`src/common/plic_defs.vh`:
```
// Register offsets, field positions, reset values and interrupt ids of the controller
`ifndef PLIC_DEFS_VH
`define PLIC_DEFS_VH
`define PRIO_BASE      12'h000
`define ENABLE_OFS     12'h100
`define PENDING_OFS    12'h140
`define THRESH_OFS     12'h200
`define CLAIM_OFS      12'h204
`define SOFT_OFS       12'h300
`define TVEC_OFS       12'h304
`define ISTAT_OFS      12'h310
`define ICLR_OFS       12'h314
`define IEN_OFS        12'h318
`define SOFT_FLAG_BIT  0
`define EV_ARRIVE_BIT  0
`define EV_IGNORE_BIT  1
`define EV_EMPTY_BIT   2
`define EV_W           3
`define TVEC_RST       32'h0000_0000
`define TIMER_SOFTWARE_IRQ_ID    8'h03
`define TIMER_COMPARE_IRQ_ID     8'h07
`define LAST_INTERNAL_IRQ_ID     8'h12
`define NO_INTERRUPT_SOURCE_ID   8'h00
`define FIRST_EXTERNAL_SOURCE_ID 8'h13
`endif

```
`src/plic_core.v`:
```
// Platform interrupt controller for one hart, with timer soft flag and trap vector
//
// Implementation choices: the register offsets and the APB interface to the registers.
`timescale 1ns/100ps
`include "plic_defs.vh"
module plic_core #(
  parameter NSRC   = 31,
  parameter PRIO_W = 3
) (
  // Clock, reset, enable
  input  wire              clk,
  input  wire              rstn,
  input  wire              ce,
  // APB slave
  input  wire              psel,
  input  wire              penable,
  input  wire              pwrite,
  input  wire [11:0]       paddr,
  input  wire [31:0]       pwdata,
  output reg               pready,
  output reg  [31:0]       prdata,
  output reg               pslverr,
  // Interrupt sources
  input  wire [NSRC:1]     src_level,
  input  wire              timer_cmp_level,
  // Hart side
  output reg               ext_irq_r,
  output reg  [7:0]        ext_irq_id_r,
  output reg               soft_irq_r,
  output reg               timer_irq_r,
  output reg  [31:0]       trap_vector_r,
  output reg               ctrl_irq_r
);

  // Single hart; NSRC at most 31 so one word holds every enable bit
  reg  [PRIO_W-1:0] prio_r [1:NSRC];
  reg  [NSRC:1]     enable_r;
  reg  [NSRC:1]     pend_r;
  reg  [NSRC:1]     busy_r;
  reg  [PRIO_W-1:0] thresh_r;
  reg  [`EV_W-1:0]  istat_r;
  reg  [`EV_W-1:0]  ien_r;
  reg  [7:0]        claim_id_r;
  reg               claim_go_r;

  wire setup  = ce & psel & ~penable;
  wire access = ce & psel & penable & pready;
  wire wr_acc = access & pwrite;

  // One strobe per written register, all taken at the access edge
  function wr_at;
    input        acc;
    input [11:0] a;
    input [11:0] ofs;
    begin
      wr_at = acc && a == ofs;
    end
  endfunction

  wire wr_enable = wr_at(wr_acc, paddr, `ENABLE_OFS);
  wire wr_thresh = wr_at(wr_acc, paddr, `THRESH_OFS);
  wire wr_claim  = wr_at(wr_acc, paddr, `CLAIM_OFS);
  wire wr_soft   = wr_at(wr_acc, paddr, `SOFT_OFS);
  wire wr_tvec   = wr_at(wr_acc, paddr, `TVEC_OFS);
  wire wr_ien    = wr_at(wr_acc, paddr, `IEN_OFS);
  wire wr_iclr   = wr_at(wr_acc, paddr, `ICLR_OFS);

  // Source number held in a priority word, zero when not a priority address
  function [7:0] prio_index;
    input [11:0] a;
    begin
      prio_index = 8'h00;
      if (a[11:8] == 4'h0 && a[1:0] == 2'b00 && a[7:2] != 6'd0 && a[7:2] <= NSRC)
        prio_index = {2'b00, a[7:2]};
    end
  endfunction

  // Address is a defined register; priority words first, then the fixed map
  function mapped;
    input [11:0] a;
    begin
      if (prio_index(a) != 8'h00)
        mapped = 1'b1;
      else begin
        case (a)
          `ENABLE_OFS:  mapped = 1'b1;
          `PENDING_OFS: mapped = 1'b1;
          `THRESH_OFS:  mapped = 1'b1;
          `CLAIM_OFS:   mapped = 1'b1;
          `SOFT_OFS:    mapped = 1'b1;
          `TVEC_OFS:    mapped = 1'b1;
          `ISTAT_OFS:   mapped = 1'b1;
          `ICLR_OFS:    mapped = 1'b1;
          `IEN_OFS:     mapped = 1'b1;
          default:      mapped = 1'b0;
        endcase
      end
    end
  endfunction

  // Best candidate, threshold deliberately not used here
  reg [7:0]        best_id;
  reg [PRIO_W-1:0] best_prio;
  // Priority zero never beats the zero start, so it acts as disabled
  integer k;
  always @* begin
    best_id   = `NO_INTERRUPT_SOURCE_ID;
    best_prio = {PRIO_W{1'b0}};
    for (k = 1; k <= NSRC; k = k + 1) begin
      if (pend_r[k] && enable_r[k] && prio_r[k] > best_prio) begin
        best_id   = k[7:0];
        best_prio = prio_r[k];
      end
    end
  end

  // Core id of a source; external ids sit just above the internal block
  function [7:0] core_id;
    input [7:0] src;
    begin
      if (src == `NO_INTERRUPT_SOURCE_ID)
        core_id = `NO_INTERRUPT_SOURCE_ID;
      else
        core_id = src + `LAST_INTERNAL_IRQ_ID;
    end
  endfunction

  // Completion decode
  wire [7:0] cmp_id  = pwdata[7:0];
  wire       cmp_ok  = pwdata[31:8] == 24'd0 && cmp_id != 8'h00 &&
                       cmp_id <= NSRC;
  wire       cmp_hit = wr_claim && cmp_ok && enable_r[cmp_id];
  wire       cmp_ign = wr_claim && !(cmp_ok && enable_r[cmp_id]);
  wire [7:0] pidx    = prio_index(paddr);

  // Per source gateway: one request in flight until completed
  genvar g;
  generate
    for (g = 1; g <= NSRC; g = g + 1) begin : gw
      wire claim_me = claim_go_r && access && claim_id_r == g;
      wire done_me  = cmp_hit && cmp_id == g;
      always @(posedge clk or negedge rstn) begin
        if (!rstn) begin
          pend_r[g] <= 1'b0;
          busy_r[g] <= 1'b0;
          prio_r[g] <= {PRIO_W{1'b0}};
        end else if (ce) begin
          // A level held high while busy cannot pend again until completion
          // claim clears pending
          if (claim_me)
            pend_r[g] <= 1'b0;
          else if (src_level[g] && !busy_r[g])
            pend_r[g] <= 1'b1;
          if (claim_me)
            busy_r[g] <= 1'b1;
          else if (done_me)
            busy_r[g] <= 1'b0;
          if (wr_acc && pidx == g)
            prio_r[g] <= pwdata[PRIO_W-1:0];
        end
      end
    end
  endgenerate

  // Events for the controller's own interrupt
  // Arrival counts only enabled sources that are free to pend
  wire [`EV_W-1:0] ev;
  assign ev[`EV_ARRIVE_BIT] = |(src_level & ~pend_r & ~busy_r & enable_r);
  assign ev[`EV_IGNORE_BIT] = cmp_ign;
  assign ev[`EV_EMPTY_BIT]  = claim_go_r & access & (claim_id_r == `NO_INTERRUPT_SOURCE_ID);

  reg [31:0] rd_nxt;
  reg [31:0] en_word;
  reg [31:0] pend_word;
  always @* begin
    en_word   = 32'h0000_0000;
    pend_word = 32'h0000_0000;
    en_word[NSRC:1]   = enable_r;
    pend_word[NSRC:1] = pend_r;
    rd_nxt = 32'h0000_0000;
    if (pidx != 8'h00)
      rd_nxt[PRIO_W-1:0] = prio_r[pidx];
    else begin
      case (paddr)
        `ENABLE_OFS:  rd_nxt = en_word;
        `PENDING_OFS: rd_nxt = pend_word;
        `THRESH_OFS:  rd_nxt[PRIO_W-1:0] = thresh_r;
        `CLAIM_OFS:   rd_nxt[7:0] = best_id;
        `SOFT_OFS:    rd_nxt[`SOFT_FLAG_BIT] = soft_irq_r;
        `TVEC_OFS:    rd_nxt = trap_vector_r;
        `ISTAT_OFS:   rd_nxt[`EV_W-1:0] = istat_r;
        `IEN_OFS:     rd_nxt[`EV_W-1:0] = ien_r;
        // Clear register and holes read as zero
        default:      rd_nxt = 32'h0000_0000;
      endcase
    end
  end

  // Bus answer registered at setup, so access phase lasts one cycle when ce is high at setup; with ce low there pready never rises
  always @(posedge clk or negedge rstn) begin
    if (!rstn) begin
      pready     <= 1'b0;
      prdata     <= 32'h0000_0000;
      pslverr    <= 1'b0;
      claim_id_r <= 8'h00;
      claim_go_r <= 1'b0;
    end else if (ce) begin
      if (setup) begin
        pready     <= 1'b1;
        pslverr    <= !mapped(paddr) || (pwrite && paddr == `PENDING_OFS) ||
                      (!pwrite && paddr == `ICLR_OFS);
        prdata     <= pwrite ? 32'h0000_0000 : rd_nxt;
        // Id frozen here so the one returned is the one cleared
        claim_id_r <= best_id;
        claim_go_r <= !pwrite && paddr == `CLAIM_OFS;
      end else if (access) begin
        pready     <= 1'b0;
        pslverr    <= 1'b0;
        claim_go_r <= 1'b0;
      end
    end
  end

  // Software registers
  always @(posedge clk or negedge rstn) begin
    if (!rstn) begin
      enable_r      <= {NSRC{1'b0}};
      thresh_r      <= {PRIO_W{1'b0}};
      soft_irq_r    <= 1'b0;
      trap_vector_r <= `TVEC_RST;
      ien_r         <= {`EV_W{1'b0}};
      istat_r       <= {`EV_W{1'b0}};
    end else if (ce) begin
      // Enable bit 0 unused: source zero means no interrupt
      // per source enable
      if (wr_enable)
        enable_r <= pwdata[NSRC:1];
      if (wr_thresh)
        thresh_r <= pwdata[PRIO_W-1:0];
      if (wr_soft)
        soft_irq_r <= pwdata[`SOFT_FLAG_BIT];
      if (wr_tvec)
        trap_vector_r <= pwdata;

      // Controller's own interrupt enables
      if (wr_ien)
        ien_r <= pwdata[`EV_W-1:0];

      // New events win over a clear in the same cycle
      if (wr_iclr)
        istat_r <= (istat_r & ~pwdata[`EV_W-1:0]) | ev;
      else
        istat_r <= istat_r | ev;
    end
  end

  // Hart facing outputs
  always @(posedge clk or negedge rstn) begin
    if (!rstn) begin
      ext_irq_r    <= 1'b0;
      ext_irq_id_r <= `NO_INTERRUPT_SOURCE_ID;
      timer_irq_r  <= 1'b0;
      ctrl_irq_r   <= 1'b0;
    end else if (ce) begin
      // Threshold gates only the request line, never the claim
      // strictly above threshold
      ext_irq_r    <= best_id != `NO_INTERRUPT_SOURCE_ID && best_prio > thresh_r;
      ext_irq_id_r <= core_id(best_id);
      // timer compare line, fixed internal id
      timer_irq_r  <= timer_cmp_level;
      ctrl_irq_r   <= |(istat_r & ien_r);
    end
  end

endmodule // plic_core

```
`config.mk`:
```
export PLATFORM = sky130hd
export DESIGN_NAME = plic_core
export DESIGN_NICKNAME = d
export VERILOG_FILES = /design/src/plic_core.v
export VERILOG_INCLUDE_DIRS = /design/src /design/src/common
export SDC_FILE = /design/constraint.sdc
export NUM_CORES = 1
export LEC_CHECK = 0
export BUFFER_PORTS_ARGS = -buffer_cell sky130_fd_sc_hd__buf_2
export CORE_UTILIZATION = 60
export CTS_BUF_LIST = sky130_fd_sc_hd__clkbuf_4 sky130_fd_sc_hd__clkbuf_8
export CTS_CLUSTER_DIAMETER = 200
export DETAILED_ROUTE_END_ITERATION = 8
export PLACE_DENSITY = 0.83
export SETUP_SLACK_MARGIN = 0.2
export SLEW_MARGIN = 20
export SYNTH_ARGS = -nofsm -noshare
export SYNTH_HDL_FRONTEND = slang
export SYNTH_SLANG_ARGS = --single-unit
```
`constraint.sdc`:
```
create_clock -name clk -period 44.4 [get_ports clk]
set_clock_uncertainty 0.05 [all_clocks]
set_input_delay 2.22 -clock clk [delete_from_list [all_inputs] [get_ports clk]]
set_output_delay 2.22 -clock clk [all_outputs]
set_load 0.01 [all_outputs]
```
==> key figures <==
Setup path
  • Worst R2R Start: pend_r[1]
  • Cell mode on critical path: nor2_1
  • Critical path buffers and inverters: 5
  • Worst-path fanout max: 7
  • WS Path Type: flip-flop to flip-flop
  • R2R cell count: 198
  • Crit-path slowest cell: or4_4
  • Crit-path max cell delay: 520 ps
  • Reg2reg setup slack: 2790 ps
  • Reg2Reg Capture Point: ext_irq_id_r[3]
  • CP delay by family, top: compound AO/OA/AOI/OAI gates
  • Worst EP required: 44870 ps
  • Worst Path Arrival: 42080 ps
  • Crit path capture type: flip-flop
  • Worst Setup Start Kind: flip-flop

Synth
  • Top cells by area, synth: dfrtp_1, mux2_2, nand2_1
  • Mapped Area: 17700 um^2
  • Main synth FF type: dfrtp_1
  • Synth warn: 0
  • Yosys top cell area share: 39.2%
  • Synth Area per Inst: 9.19 um^2
  • EDFF count, synth: 0
  • Sequential share of the synthesized area: 39.2%
  • Ys async rst share: 100%
  • Netlist cell types: 109
  • FF+latch count, synth: 277
  • Synthesized instance count: 1924
  • Yosys top cell by area: dfrtp_1

Power
  • Leak: 9.16 nW
  • Max VDD drop: 0.0276 mV
  • Final Power: 0.531 mW
  • Cell Pwr Density: 26.5 nW/um^2

Clocking
  • CTS tree: built
  • CTS H-tree lvls: 2
  • Clock Latency Late Sink: 610 ps
  • Clk sinks: 277
  • CTS root buf: clkbuf_8
  • Clock-pin slew on the worst setup and hold paths: 60 ps
  • Total CTS buffers: 48
  • Cts hold-fix bufs: 0
  • Clock buffer depth: 3

Job
  • Max cap viols: 0

GRT
  • First-pass GRT wire length: 95400 um
  • Vias in the first global route: 16508
  • Antenna violations before repair: 0
  • Total grt overflow: 0
  • Gr usage total: 41.1%
  • Largest net degree at the start of global routing: 133

Routing
  • DR iter-0 viols: 2403
  • DRC: 0
  • Wirelength per Cell: 25.1 um
  • Post-route ant nets: 0
  • Final wirelength: 62500 um
  • DRT Pass-1 Iters: 7
  • Vias per cell: 6.92
  • DR vias: 17200

STA
  • Worst-margin pin slew: 1150 ps
  • Fin crit period: 41610 ps
  • RSZ-0062 raised after global routing: no
  • TNS Setup: 0 ps
  • Slew margin rel.: 21.1%
  • Fmax: 24.0 MHz
  • Setup violations, final: 0
  • Max-slew violations: 0
  • Period Utilization, post-route: 93.7%
  • Final hold vios: 0

Floorplanning
  • Die area: 30200 um^2
  • Starting Density: 61.3%
  • # rows: 62
  • DIE WIDTH: 174 um
  • I/O pins: 160
  • Die height: 174 um
  • CORE AREA: 28900 um^2

Run status
  • Outcome: finished clean

Cells and area
  • Fillers: 2306
  • Final instance area: 20000 um^2
  • Layout overhead on the synthesized area: 13.2%
  • Register Area: 6930 um^2
  • Commonest non-fill, non-tap cells in the layout: dfrtp_1, nand2_1, buf_2
  • Number of diodes: 0
  • Multi-input combinational cell area: 10200 um^2
  • Final Net Count: 2195
  • Commonest non-fill, non-tap cell in the layout: dfrtp_1
  • Share of post-route cells with drive strength above 1: 24.8%

Worst hold path
  • Class of the worst hold path: flip-flop to flip-flop
  • Hold endpoint: prdata[28]
  • Worst hold start: prdata[28]
  • Hold path depth: 2

Placement
  • Routability cong.: 0.984
  • Post-placement cell area: 18800 um^2
  • Hpwl dp: 45400 um
  • Port buffer count: 157
==> flip-flops by register name, indices dropped and copies added (netlist names), 3 cells and up <==
signal and count:
claim_id_r 5, prio_r 93, trap_vector_r 32, busy_r 31
ext_irq_id_r 6, prdata 32, thresh_r 3, istat_r 3
ien_r 3, enable_r 31, pend_r 31
==> cell usage after synthesis (12+ instances only) <==
library cell / n
a211oi_1: 14
a21o_1: 15
a21oi_1: 77
a222oi_1: 29
a31oi_1: 61
and2_1: 23
and3_1: 25
clkbuf_1: 73
dfrtp_1: 277
ha_1: 41
inv_1: 94
mux2_2: 150
mux2i_1: 21
nand2_1: 253
nand2b_1: 16
nand3_1: 48
nand4_1: 12
nor2_1: 137
nor3_1: 33
nor4_1: 27
nor4bb_1: 31
o21ai_0: 144
o221ai_1: 21
o22ai_1: 20
o31ai_1: 12
or2_2: 21
or3_1: 13
==> power by group <==
| part | leakage, nW | internal (mW) | switching (mW) | total, mW |
|---|---|---|---|---|
| clock network | 0.533 | 0.138 | 0.111 | 0.249 |
| registers | 3.55 | 0.253 | 0.000787 | 0.254 |
| logic | 5.08 | 0.00738 | 0.0197 | 0.0270 |
| total | 9.16 | 0.399 | 0.131 | 0.531 |
==> metrics by stage <==
step / std cells / hold WS (ps) / worst slack [ps] / utilization, %
finish: 2487 / 430 / 2790 / 69.4
global route: 2487 / 457 / 139 / 69.4
CTS: 2479 / 436 / 726 / 68.6
detailed placement: 2398 / 420 / 815 / 65.1
global placement: 2398 / 412 / 2710 / 65.1
floorplan: 1925 / 400 / 5520 / -
==> per-layer routing <==
metal  share of wire, %  global-route usage, %  wire length [um]
met1                 40                   56.4             24900
met2                 44                   62.4             27500
met3                 12                   9.06              7310
met4                4.5                   18.7              2830
met5                  0                      0                 0
==> worst max path at each step <==
stage                      from         endpoint  slack (ps)  cells after the start
detailed placement  enable_r[1]  ext_irq_id_r[4]         810                    198
global route          pend_r[1]        ext_irq_r         140                    198
finish                pend_r[1]  ext_irq_id_r[3]        2790                    198
CTS                 enable_r[1]  ext_irq_id_r[4]         730                    198
floorplan             pend_r[1]  ext_irq_id_r[1]        5520                    198
global placement    enable_r[1]  ext_irq_id_r[4]        2710                    197
==> worst register-to-register path: cells and delay by family, from the launching register on <==
kind	cells	cell delay (ps)
compound gates	71	14010
simple gates	72	11420
fa+ha+maj	38	11240
mux	12	4060
flops	1	450
buf+inv	5	340
==> final cells by class <==
cell class / count / share of cell area [%]
Clock buffer: 74 / 4.62
Clock inverter: 7 / 0.425
Inverter: 94 / 1.76
Multi-Input combinational cell: 1467 / 51.1
Sequential cell: 277 / 34.6
Tap cell: 384 / 2.40
Timing Repair Buffer: 184 / 5.09
==> cells by family (layout without fill, tap and decap cells) <==
family / count (synthesis) / after routing / synth area share [%]
AO/OA/AOI/OAI: 549 / 549 / 22.0
XOR/XNOR: 2 / 2 / 0.0991
adder cells (fa/ha/maj): 50 / 50 / 3.41
buffers and inverters: 181 / 359 / 3.90
flip-flops: 277 / 277 / 39.2
multiplexers: 183 / 183 / 12.1
other: 1 / 2 / 0.0212
AND/OR/NAND/NOR: 681 / 681 / 19.3
==> repair_timing <==
| action | CTS | global route |
|---|---|---|
| gates resized for setup | 0 | 33 |
| hold endpoints to repair | 0 | 0 |
| setup buffers | 0 | 7 |
| setup endpoints to repair | 0 | 17 |
(Power assumes the default switching activity.)
